--- config.mk ---
export PLATFORM = sky130hd
export DESIGN_NAME = als_agc_level_config
export DESIGN_NICKNAME = d
export VERILOG_FILES = /design/src/agc_level_pkg.sv /design/src/gain_level_decide.sv /design/src/als_agc_level_config.sv
export SDC_FILE = /design/constraint.sdc
export NUM_CORES = 1
export LEC_CHECK = 0
export BUFFER_PORTS_ARGS = -buffer_cell sky130_fd_sc_hd__buf_2
export CORE_MARGIN = 2
export CORE_UTILIZATION = 34
export CTS_CLUSTER_DIAMETER = 100
export DETAILED_ROUTE_END_ITERATION = 12
export SLEW_MARGIN = 20
export SYNTH_ARGS = -nofsm -noshare
export SYNTH_HDL_FRONTEND = slang
export SYNTH_HIERARCHICAL = 1
export SYNTH_SLANG_ARGS = --single-unit
export TNS_END_PERCENT = 5
--- constraint.sdc ---
create_clock -name clock_in -period 4.82 [get_ports clock_in]
set_input_delay 0.964 -clock clock_in [delete_from_list [all_inputs] [get_ports clock_in]]
set_output_delay 0.964 -clock clock_in [all_outputs]
set_load 0.005 [all_outputs]
--- src/agc_level_pkg.sv ---
// package: register map, field layout, reset values and level tables for the gain control
package agc_level_pkg;

   // -----------------------------------------------------------------
   // register map
   // -----------------------------------------------------------------
   localparam logic [7:0] AGC_LEVEL_CONFIG_ADDR     = 8'hb3;
   localparam logic [7:0] LEVEL_CHANNEL_CONFIG_ADDR = 8'hb5;
   localparam logic [7:0] GAIN_CONFIG_ADDR          = 8'haa; // holds light_gain_code
   localparam logic [7:0] INTEGRATION_STEP_ADDR     = 8'h81;
   localparam logic [7:0] LOW_THRESHOLD_LO_ADDR     = 8'h84;
   localparam logic [7:0] LOW_THRESHOLD_HI_ADDR     = 8'h85;
   localparam logic [7:0] HIGH_THRESHOLD_LO_ADDR    = 8'h86;
   localparam logic [7:0] HIGH_THRESHOLD_HI_ADDR    = 8'h87;
   localparam logic [7:0] PERSISTENCE_ADDR          = 8'h8c;
   localparam logic [7:0] AGC_CONTROL_ADDR          = 8'h8d;

   // -----------------------------------------------------------------
   // field positions and reset values
   // -----------------------------------------------------------------
   localparam int          DROP_LEVEL_MSB    = 7;
   localparam int          DROP_LEVEL_LSB    = 6;
   localparam int          RAISE_LEVEL_MSB   = 5;
   localparam int          RAISE_LEVEL_LSB   = 4;
   localparam int          SOURCE_MSB        = 2;
   localparam int          SOURCE_LSB        = 0;
   localparam logic [1:0]  DROP_LEVEL_RESET  = 2'h3;
   localparam logic [1:0]  RAISE_LEVEL_RESET = 2'h3;
   localparam logic [2:0]  LEVEL_CFG_LOW_RESET = 3'h2; // reserved bits 2:0 read 2
   localparam logic [2:0]  SOURCE_RESET      = 3'h0;
   localparam logic [4:0]  GAIN_CODE_RESET   = 5'h09;
   localparam logic [4:0]  GAIN_CODE_MAX     = 5'h0b;
   localparam logic [7:0]  STEP_COUNT_RESET  = 8'h00;
   localparam logic [3:0]  PERSIST_RESET     = 4'h0;
   localparam int          PERSIST_BITS      = 4;

   // channel codes
   localparam logic [2:0]  SRC_CLEAR    = 3'h0;
   localparam logic [2:0]  SRC_RED      = 3'h1;
   localparam logic [2:0]  SRC_GREEN    = 3'h2;
   localparam logic [2:0]  SRC_BLUE     = 3'h3;
   localparam logic [2:0]  SRC_WIDEBAND = 3'h4;
   localparam int          CHANNELS     = 5;

   // levels in eighths of full scale
   localparam logic [3:0]  DROP_EIGHTHS_BASE  = 4'h4; // code 0 = 4/8
   localparam logic [3:0]  RAISE_EIGHTHS_BASE = 4'h1; // code 0 = 1/8

   // counts per integration step; full scale = (steps+1)*this
   localparam logic [17:0] COUNTS_PER_STEP = 18'h0_0400;

   // -----------------------------------------------------------------
   // carriers
   // -----------------------------------------------------------------
   typedef struct packed {
      logic [1:0] drop_code;
      logic [1:0] raise_code;
      logic [7:0] step_count;
      logic [4:0] gain_code;
   } level_cfg_t;

   typedef struct packed {
      logic [15:0] low;
      logic [15:0] high;
   } threshold_t;

endpackage

--- src/gain_level_decide.sv ---
// gain step decision: derives both levels and requests at most one gain code step per integration
module gain_level_decide
   import agc_level_pkg::*;
(
   input  wire logic        clock_in,        // system clock
   input  wire logic        rst_n_in,        // async reset, active low
   input  wire logic        enable_in,       // clock enable
   input  wire logic        agc_on_in,       // gain control enabled
   input  wire logic        done_in,         // integration complete pulse
   input  wire level_cfg_t  cfg_in,          // level codes, steps, current gain
   input  wire logic [15:0] result_in,       // selected channel result
   output logic             step_down_out,   // gain lower request, pulse
   output logic             step_up_out      // gain raise request, pulse
);

   // -----------------------------------------------------------------
   // level arithmetic
   // -----------------------------------------------------------------
   logic [18:0] full_scale;
   logic [21:0] drop_level;
   logic [21:0] raise_level;
   logic        next_step_down;
   logic        next_step_up;

   // full scale tracks the step count; levels are eighths of it
   // 256 steps reach 2^18 counts, so full scale needs one bit more than the step constant
   always_comb begin
      full_scale  = 19'({11'h000, cfg_in.step_count} + 19'h0_0001)
                    * 19'(COUNTS_PER_STEP);
      drop_level  = 22'(({18'h0, DROP_EIGHTHS_BASE} + 22'(cfg_in.drop_code))
                        * 22'(full_scale)) >> 3;
      raise_level = 22'(({18'h0, RAISE_EIGHTHS_BASE} + 22'(cfg_in.raise_code))
                        * 22'(full_scale)) >> 3;
      next_step_down = 1'b0;
      next_step_up   = 1'b0;
      // evaluated only at end of integration; the request registers next cycle and the gain code changes one cycle later
      if (agc_on_in && done_in) begin
         if (22'(result_in) > drop_level && cfg_in.gain_code != 5'h00) begin
            next_step_down = 1'b1;
         end else if (22'(result_in) < raise_level && cfg_in.gain_code < GAIN_CODE_MAX) begin
            next_step_up = 1'b1;
         end
      end
   end

   // register the one-cycle requests
   always_ff @(posedge clock_in or negedge rst_n_in) begin
      if (!rst_n_in) begin
         step_down_out <= 1'b0;
         step_up_out   <= 1'b0;
      end else if (enable_in) begin
         step_down_out <= next_step_down;
         step_up_out   <= next_step_up;
      end
   end

endmodule

--- src/als_agc_level_config.sv ---
// top: register file, channel select, threshold persistence and gain code for light sensing
module als_agc_level_config
   import agc_level_pkg::*;
#(
   parameter int PERSIST_W = PERSIST_BITS    // width of persistence counter
)(
   input  wire logic        clock_in,         // 100 MHz system clock
   input  wire logic        rst_n_in,         // async reset, active low
   input  wire logic        enable_in,        // clock enable, freezes all state
   input  wire logic        wr_in,            // register write strobe
   input  wire logic        rd_in,            // register read strobe
   input  wire logic [7:0]  addr_in,          // register address
   input  wire logic [7:0]  wdata_in,         // write data
   output logic      [7:0]  rdata_out,        // read data, registered
   input  wire logic        sample_done_in,   // integration complete pulse
   input  wire logic [79:0] channel_data_in,  // clear,red,green,blue,wideband results
   output logic      [15:0] selected_channel_result_out, // chosen result, registered
   output logic      [4:0]  light_gain_code_out,         // current gain code
   output logic             threshold_irq_out            // threshold interrupt level
);

   // elaboration check: the persistence count is written from one register byte
   if (PERSIST_W < 1 || PERSIST_W > 8) begin : g_bad_persist_w
      $error("PERSIST_W out of range");
   end

   // -----------------------------------------------------------------
   // configuration state
   // -----------------------------------------------------------------
   logic [1:0]           gain_drop_level, next_gain_drop_level;
   logic [1:0]           gain_raise_level, next_gain_raise_level;
   logic [2:0]           level_source_select, next_level_source_select;
   logic [7:0]           integration_step_count, next_integration_step_count;
   logic [4:0]           light_gain_code, next_light_gain_code;
   threshold_t           thresholds, next_thresholds;
   logic [PERSIST_W-1:0] light_persistence_count, next_light_persistence_count;
   logic                 agc_on, next_agc_on;
   logic                 irq_on, next_irq_on;
   logic [7:0]           next_rdata;
   logic                 step_down, step_up;
   logic [15:0]          chan [CHANNELS];
   logic [15:0]          selected_channel_result, next_selected;

   // split the packed channel bus
   genvar g;
   generate
      for (g = 0; g < CHANNELS; g++) begin : g_chan
         assign chan[g] = channel_data_in[16*g +: 16];
      end
   endgenerate

   // channel mux; codes 5..7 fall back to clear
   always_comb begin
      next_selected = (level_source_select <= SRC_WIDEBAND) ?
                      chan[level_source_select] : chan[SRC_CLEAR];
   end

   // register writes and gain stepping
   always_comb begin
      next_gain_drop_level         = gain_drop_level;
      next_gain_raise_level        = gain_raise_level;
      next_level_source_select     = level_source_select;
      next_integration_step_count  = integration_step_count;
      next_light_gain_code         = light_gain_code;
      next_thresholds              = thresholds;
      next_light_persistence_count = light_persistence_count;
      next_agc_on                  = agc_on;
      next_irq_on                  = irq_on;
      if (wr_in) begin
         case (addr_in)
            AGC_LEVEL_CONFIG_ADDR: begin
               next_gain_drop_level  = wdata_in[DROP_LEVEL_MSB:DROP_LEVEL_LSB];
               next_gain_raise_level = wdata_in[RAISE_LEVEL_MSB:RAISE_LEVEL_LSB];
            end
            LEVEL_CHANNEL_CONFIG_ADDR: next_level_source_select = wdata_in[SOURCE_MSB:SOURCE_LSB];
            INTEGRATION_STEP_ADDR:     next_integration_step_count = wdata_in;
            GAIN_CONFIG_ADDR: begin
               // out-of-table codes are ignored
               if (wdata_in[4:0] <= GAIN_CODE_MAX) begin
                  next_light_gain_code = wdata_in[4:0];
               end
            end
            LOW_THRESHOLD_LO_ADDR:  next_thresholds.low[7:0]   = wdata_in;
            LOW_THRESHOLD_HI_ADDR:  next_thresholds.low[15:8]  = wdata_in;
            HIGH_THRESHOLD_LO_ADDR: next_thresholds.high[7:0]  = wdata_in;
            HIGH_THRESHOLD_HI_ADDR: next_thresholds.high[15:8] = wdata_in;
            PERSISTENCE_ADDR:       next_light_persistence_count = wdata_in[PERSIST_W-1:0];
            AGC_CONTROL_ADDR: begin
               next_agc_on = wdata_in[0];
               next_irq_on = wdata_in[1];
            end
            default: ;
         endcase
      end
      // hardware stepping wins over a same-cycle software gain write
      if (step_down) begin
         next_light_gain_code = light_gain_code - 5'h01;
      end else if (step_up) begin
         next_light_gain_code = light_gain_code + 5'h01;
      end
   end

   // read mux; reserved bits read as their reset values
   always_comb begin
      next_rdata = 8'h00;
      if (rd_in) begin
         case (addr_in)
            AGC_LEVEL_CONFIG_ADDR:     next_rdata = {gain_drop_level, gain_raise_level,
                                                     1'b0, LEVEL_CFG_LOW_RESET};
            LEVEL_CHANNEL_CONFIG_ADDR: next_rdata = {5'h00, level_source_select};
            INTEGRATION_STEP_ADDR:     next_rdata = integration_step_count;
            GAIN_CONFIG_ADDR:          next_rdata = {3'h0, light_gain_code};
            LOW_THRESHOLD_LO_ADDR:     next_rdata = thresholds.low[7:0];
            LOW_THRESHOLD_HI_ADDR:     next_rdata = thresholds.low[15:8];
            HIGH_THRESHOLD_LO_ADDR:    next_rdata = thresholds.high[7:0];
            HIGH_THRESHOLD_HI_ADDR:    next_rdata = thresholds.high[15:8];
            PERSISTENCE_ADDR:          next_rdata = 8'(light_persistence_count);
            AGC_CONTROL_ADDR:          next_rdata = {6'h00, irq_on, agc_on};
            default:                   next_rdata = 8'h00;
         endcase
      end
   end

   // register stage for configuration
   always_ff @(posedge clock_in or negedge rst_n_in) begin
      if (!rst_n_in) begin
         gain_drop_level         <= DROP_LEVEL_RESET;
         gain_raise_level        <= RAISE_LEVEL_RESET;
         level_source_select     <= SOURCE_RESET;
         integration_step_count  <= STEP_COUNT_RESET;
         light_gain_code         <= GAIN_CODE_RESET;
         thresholds              <= '0;
         light_persistence_count <= PERSIST_W'(PERSIST_RESET);
         agc_on                  <= 1'b0;
         irq_on                  <= 1'b0;
         rdata_out               <= 8'h00;
         selected_channel_result <= 16'h0000;
      end else if (enable_in) begin
         gain_drop_level         <= next_gain_drop_level;
         gain_raise_level        <= next_gain_raise_level;
         level_source_select     <= next_level_source_select;
         integration_step_count  <= next_integration_step_count;
         light_gain_code         <= next_light_gain_code;
         thresholds              <= next_thresholds;
         light_persistence_count <= next_light_persistence_count;
         agc_on                  <= next_agc_on;
         irq_on                  <= next_irq_on;
         rdata_out               <= next_rdata;
         selected_channel_result <= next_selected;
      end
   end

   assign selected_channel_result_out = selected_channel_result;
   assign light_gain_code_out         = light_gain_code;

   // -----------------------------------------------------------------
   // gain decision
   // -----------------------------------------------------------------
   level_cfg_t dcfg;
   assign dcfg = '{drop_code: gain_drop_level, raise_code: gain_raise_level,
                   step_count: integration_step_count, gain_code: light_gain_code};

   gain_level_decide u_decide (
      .clock_in      (clock_in),
      .rst_n_in      (rst_n_in),
      .enable_in     (enable_in),
      .agc_on_in     (agc_on),
      .done_in       (sample_done_in),
      .cfg_in        (dcfg),
      .result_in     (next_selected),
      .step_down_out (step_down),
      .step_up_out   (step_up)
   );

   // -----------------------------------------------------------------
   // threshold persistence
   // -----------------------------------------------------------------
   logic [PERSIST_W-1:0] miss_run, next_miss_run;
   logic                 irq, next_irq;
   logic                 outside;

   // count consecutive out-of-range samples; a value of 0 fires on every out-of-range sample
   always_comb begin
      outside      = (next_selected < thresholds.low) || (next_selected > thresholds.high);
      next_miss_run = miss_run;
      next_irq      = irq && irq_on;
      if (sample_done_in) begin
         if (!outside) begin
            next_miss_run = '0;
         end else begin
            if (miss_run != {PERSIST_W{1'b1}}) begin
               next_miss_run = miss_run + 1'b1;
            end
            if (irq_on && miss_run >= light_persistence_count) begin
               next_irq = 1'b1;
            end
         end
      end
   end

   always_ff @(posedge clock_in or negedge rst_n_in) begin
      if (!rst_n_in) begin
         miss_run <= '0;
         irq      <= 1'b0;
      end else if (enable_in) begin
         miss_run <= next_miss_run;
         irq      <= next_irq;
      end
   end

   assign threshold_irq_out = irq;

   // -----------------------------------------------------------------
   // checks
   // -----------------------------------------------------------------
   a_gain_in_range: assert property (@(posedge clock_in) disable iff (!rst_n_in)
      light_gain_code <= GAIN_CODE_MAX) else $error("gain code beyond table");
   a_drop_steps: assert property (@(posedge clock_in) disable iff (!rst_n_in)
      enable_in && step_down |=> light_gain_code == $past(light_gain_code) - 5'h01)
      else $error("gain did not step down");
   a_raise_steps: assert property (@(posedge clock_in) disable iff (!rst_n_in)
      enable_in && step_up |=> light_gain_code == $past(light_gain_code) + 5'h01)
      else $error("gain did not step up");
   a_step_on_done: assert property (@(posedge clock_in) disable iff (!rst_n_in)
      (step_down || step_up) |-> $past(sample_done_in && agc_on))
      else $error("gain step without integration end");
   a_drop_field: assert property (@(posedge clock_in) disable iff (!rst_n_in)
      enable_in && wr_in && addr_in == AGC_LEVEL_CONFIG_ADDR
      |=> gain_drop_level == $past(wdata_in[7:6])) else $error("drop level not stored");
   a_source_field: assert property (@(posedge clock_in) disable iff (!rst_n_in)
      enable_in && wr_in && addr_in == LEVEL_CHANNEL_CONFIG_ADDR
      |=> level_source_select == $past(wdata_in[2:0])) else $error("source not stored");
   a_source_route: assert property (@(posedge clock_in) disable iff (!rst_n_in)
      enable_in && level_source_select == SRC_BLUE && $stable(level_source_select)
      |=> selected_channel_result == $past(chan[SRC_BLUE])) else $error("wrong channel");
   a_irq_cause: assert property (@(posedge clock_in) disable iff (!rst_n_in)
      $rose(irq) |-> $past(sample_done_in && outside)) else $error("irq without cause");
   a_levels_ordered: assert property (@(posedge clock_in) disable iff (!rst_n_in)
      u_decide.raise_level <= u_decide.drop_level) else $error("levels crossed");

   c_step_down: cover property (@(posedge clock_in) step_down);
   c_step_up:   cover property (@(posedge clock_in) step_up);
   c_irq:       cover property (@(posedge clock_in) $rose(irq));
   c_wideband:  cover property (@(posedge clock_in) level_source_select == SRC_WIDEBAND);

endmodule

# [After elaboration in Yosys (flattened, before gate mapping)]
# Cells that the tools add are included.
[op_classes] n_addsub=6 n_mul=2 magnitude_cmp=9 n_eq_ne=12 muxes=21 bitwise=1 n_reduce_logical=21
[op_table] cell="$eq A8 B8 Y1 const B" count=10
[op_table] cell="$pmux W8 S10" count=1
[op_table] cell="$bmux W16 S3" count=1
[op_table] cell="$mux W16" count=3
[op_table] cell="$mul A22 B9 Y12" count=2
[op_table] cell="$reduce_and A3 Y1" count=10
[op_table] cell="$mux W5" count=5
[op_table] cell="$gt A16 B19 Y1" count=1
[op_table] cell="$lt A16 B19 Y1" count=1
[op_table] cell="$gt A16 B16 Y1" count=1
[op_table] cell="$lt A16 B16 Y1" count=1
[op_table] cell="$add A8 B1 Y9 const B" count=1
[op_table] cell="$reduce_bool A3 Y1" count=3
[op_table] cell="$mux W1" count=8
[op_table] cell="$mux W4" count=2
[op_table] cell="$mux W8" count=1
[op_table] cell="$add A5 B1 Y5 const B" count=1
[op_table] cell="$le A5 B4 Y1 const B" count=1
[op_table] cell="$logic_and A1 B1 Y1" count=5
[op_table] cell="$lt A5 B4 Y1 const B" count=1
[op_table] cell="$reduce_bool A5 Y1" count=1
[op_table] cell="$sub A5 B1 Y5 const B" count=1
[op_table] cell="$add A3 B2 Y4 const A" count=1
[op_table] cell="$add A4 B1 Y4 const B" count=1
[op_table] cell="9 further kinds" count=9
[word_totals] register_bits=89 in_bits=102 out_inout_bits=30 elab_cells=90

# [Longest topological paths before layout]
[depth] depth_word=10 ltp_mapped=21 depth_no_buf=20

# [By module]
# The synthesis kept the hierarchy.
[by_module_without_submodules] module="als_agc_level_config" n_inst=1 cells_each=549 area_each_um2=5859.4 seq_area_each_um2=2184.6
[by_module_without_submodules] module="gain_level_decide" n_inst=1 cells_each=291 area_each_um2=2252.2 seq_area_each_um2=50.0

# [Least setup slack after synthesis]
# OpenSTA, ideal clock, no wires.
[synth_timing] path_kind="reg-to-reg" start="register integration_step_count[0]" end="register u_decide.step_down_out" setup_ps=66 arrival_time_ps=4016 required_ps=4754 path_slack_ps=738 stages_incl_launch_ff=22 path_buffers=1 period_less_slack_ps=4082 path_cell_list="dfrtp_1 > ha_1 > nand3_1 > nor2_1 > xor2_1 > and2_1 > ha_1 > inv_1 > fa_1 > inv_1 > ha_1 > buf_6 > nand3_1 > o211ai_2 > nor2_1 > xor2_1 > ha_1 > o211ai_1 > o21ai_0 > o21ai_0 > nor4_2 > a41o_1"
[synth_via] elab_chain_len=6
[synth_rtl] element="from (decl)" line_no="als_agc_level_config.sv:33" rtl="logic [7:0] integration_step_count, next_integration_step_count;"
[synth_rtl] element="from (signal assigned)" line_no="als_agc_level_config.sv:142" rtl="integration_step_count <= next_integration_step_count;"
[synth_rtl] element="$add A8 B1 Y9" line_no="gain_level_decide.sv:28" rtl="full_scale = 19'({11'h000, cfg_in.step_count} + 19'h0_0001)"
[synth_rtl] element="$mul A22 B9 Y12" line_no="gain_level_decide.sv:31" rtl="* 22'(full_scale)) >> 3;"
[synth_rtl] element="$gt A16 B19 Y1" line_no="gain_level_decide.sv:38" rtl="if (22'(result_in) > drop_level && cfg_in.gain_code != 5'h00) begin"
[synth_rtl] element="$logic_and A1 B1 Y1" line_no="gain_level_decide.sv:38"
[synth_rtl] element="$mux W1" line_no="gain_level_decide.sv:38"
[synth_rtl] element="$mux W1" line_no="gain_level_decide.sv:37" rtl="if (agc_on_in && done_in) begin"
[synth_rtl] element="to (signal assigned)" line_no="gain_level_decide.sv:52" rtl="step_down_out <= next_step_down;"
[synth_rtl] element="to (decl)" line_no="gain_level_decide.sv:12" rtl="output logic step_down_out,"
# No other way between the ends.
# A chain may end at the register's enable or synchronous reset.

# [Final worst setup path]
# Ends and elaborated chain as after synthesis.

==> out/results.ini <==
[status]
status=finished clean

[floorplan]
ioPinCount=132
die_area_um2=25100
core_um2=23500
row_count=56
fp.dieW_um=158
initial_core_util_pct=34.6
die_y_um=158

[layout]
drive_gt1_share_pct=29.2
areaGrowthSynthToFinish_pct=16.9
antenna_cells=0
nets=1169
fillers=2316
design_area_um2=9490
fin_util_pct=40.4
instances_no_fill=1288

[timing]
setup_viol=0
finalCritPeriodShare_pct=93.6
hold_viol=0
tightest_slew_ps=818
max_freq_mhz=222
setup_tns_ps=0
finalClockSkew_ps=11.6
drv_slew=0
rsz0062_at_grt=false
layout_min_cycle_time_ps=4510
slew_headroom_pct=45.5

[yosys]
async_reset_ff_share_pct=100
synth_edf_count=0
syn_avg_cell_area_um2=9.66
ys.flop_type=dfrtp_1
synthTopCellsByArea=dfrtp_1, ha_1, mux2_2, mux4_2, inv_1
synth_area_um2=8110
ys_ff_latch=89
synth_nets=1045
synth_top_area_share_pct=25.6
synth_warnings=6
synthDistinctLibCells=79
yosys.area.top_type=dfrtp_1
synthCells=840
synth-seq-area-share_pct=27.5

[cts]
clock_path_buffers=2
ctsHoldBuffers=0
cts_tree=done
cts_buffers=9
cts_sinks=89
insertion_delay_ps=360
cts_max_level=3
cts-root-buf=clkbuf_16
path_clk_slew_ps=70

[detailed_routing]
post-route-drc-count=0
wl_per_cell_um=18.3
drtAntennaViolNets=0
drt_iter0_drc=401
vias=6756
drt_wl_total_um=23600
vias_per_cell=5.25
first_pass_iters=5

[power_and_ir_drop]
ir_drop_v=0.000211
powerDensity_nw_per_um2=219
p_comb_share_pct=20.3
power.switching_mw=0.620
p_seq_share_pct=41.0
p_sw_share_pct=29.8
p_leak_nw=4.52
clockPowerShare_pct=38.7
p_int_mw=1.46

[place]
placedCellCount=1271
io_buffers=131
placed_area_um2=9110
place.gp.congestion=0.860
place_hpwl_um=18400

[worst_setup_path]
r2r_start=integration_step_count[0]
crit_path_end=u_decide/step_down_out
critPathMaxFanout=11
criticalPathCategory=flip-flop to flip-flop
reg2reg_setup_slack_ps=310
reg2reg_to=u_decide/step_down_out
critPathLaunch=integration_step_count[0]
rr_worst_depth=21
required_ps=5120
crit_path_end_kind=flip-flop
crit_arrival_ps=4810
cp-start-kind=flip-flop

[grt]
grt_max_degree=61
globalRouteTotalUtil_pct=18.9
grt_pass1_vias=6586
antenna_found_initial=1
grt_pass1_wl_um=36300
overflow=0

[run]
drv_cap=0

[hold_path]
hold_class=flip-flop to flip-flop

==> how the worst min path moves through the flow <==
| stage | start | end | cells past startpoint |
|---|---|---|---|
| 2_1_floorplan | rdata_out[3] | rdata_out[3] | 1 |
| 3_3_place_gp | rdata_out[3] | rdata_out[3] | 1 |
| 3_5_place_dp | rdata_out[4] | rdata_out[4] | 1 |
| 4_1_cts | rdata_out[4] | rdata_out[4] | 1 |
| 5_1_grt | selected_channel_result_out[0] | selected_channel_result_out[0] | 1 |
| 6_report | rdata_out[4] | rdata_out[4] | 1 |
==> cell usage after synthesis, drive strengths merged, types with 5 or more instances <==
master,instances
nor2b,17
inv,90
dfstp,6
o211ai,6
dfrtp,83
nor4,8
nand3,21
fa,15
a31oi,5
clkbuf,12
nor3,17
xnor2,10
a221oi,5
nand2,59
nor2,52
a21oi,46
ha,88
o2bb2ai,11
mux2i,27
mux4,16
xor2,11
a211oi,14
a21o,7
buf,19
and2,18
nand4,6
o21ai,33
nand2b,13
mux2,70
and3,5
==> registers in the layout, indices dropped and copies added (netlist names), 3 cells and up <==
signal and cells:
thresholds 32, selected_channel_result_out 16, integration_step_count 8, rdata_out 8, light_gain_code_out 5, light_persistence_count 4
miss_run 4, level_source_select 3
==> what timing repair did <==
item / in CTS / in global routing
buffers inserted: 0 / 1
endpoints found under the setup margin: 0 / 2
gates resized for setup: 0 / 7
==> placed cells by master (no fill, tap or decap), types with 16 or more instances in the layout <==
cell type and count:
nor2_1 51, ha_1 87, buf_2 130, nand3_1 21, nor2b_1 17, and2_1 17, inv_1 90, o21ai_0 31
dfrtp_1 81, mux2i_1 27, mux2_2 70, mux4_2 16, a21oi_1 45, nand2_1 56
==> logic make-up (layout without fill, tap and decap cells) <==
family | count (synthesis) | after routing | synth area share [%]
simple gates | 234 | 234 | 15.6
compound gates | 158 | 158 | 13.7
buf+inv | 122 | 251 | 6.05
mux | 113 | 113 | 17.5
fa+ha+maj | 103 | 103 | 17.3
flops | 89 | 89 | 27.5
xor+xnor | 21 | 21 | 2.27
==> stage by stage <==
| stage | hold WS, ps | power, mW | worst slack, ps |
|---|---|---|---|
| finish | 494 | 2.08 | 308 |
| global route | 521 | 2.18 | 9.37 |
| CTS | 496 | 2.10 | 161 |
| detailed placement | 468 | 1.29 | 200 |
| global placement | 470 | 1.28 | 374 |
| floorplan | 477 | 1.11 | 738 |
==> critical path, stage by stage, from the launching register on <==
cell and delay (ps):
dfrtp_2 460, ha_1 250, nand3_1 160, nor2_1 190
xor2_1 100, and2_1 160, ha_1 270, inv_1 50
fa_1 520, inv_1 40, ha_2 390, nand3_1 100
o211ai_2 240, nor2_1 80, xor2_1 140, ha_1 320
nand3_1 100, a21oi_1 160, o21ai_1 130, nor4_2 260
buf_4 160, a41o_1 170
==> power by group through the flow <==
stage               clock network (mW)  registers, mW  logic [mW]
finish                           0.805          0.854       0.422
global route                     0.842          0.862       0.478
CTS                              0.824          0.854       0.422
detailed placement                   0          0.868       0.420
global placement                     0          0.867       0.411
floorplan                            0          0.846       0.261
==> metal layers <==
metal	global-route usage (%)	share of wire, %	vias up
met5	0	0.030	-
met4	4.25	1.6	2
met3	4.00	6.7	25
li1	-	-	3265
met2	29.4	42	194
met1	27.1	50	3270
==> cell type report <==
type | instances | area (um^2) | area share, %
clock buffer | 10 | 239 | 2.52
inverter | 91 | 342 | 3.60
multi-input combinational | 629 | 5420 | 57.1
sequential | 89 | 2240 | 23.6
tap | 319 | 399 | 4.21
clock inverter | 6 | 96.3 | 1.02
timing repair buffer | 144 | 756 | 7.97
(Power assumes the default switching activity.)
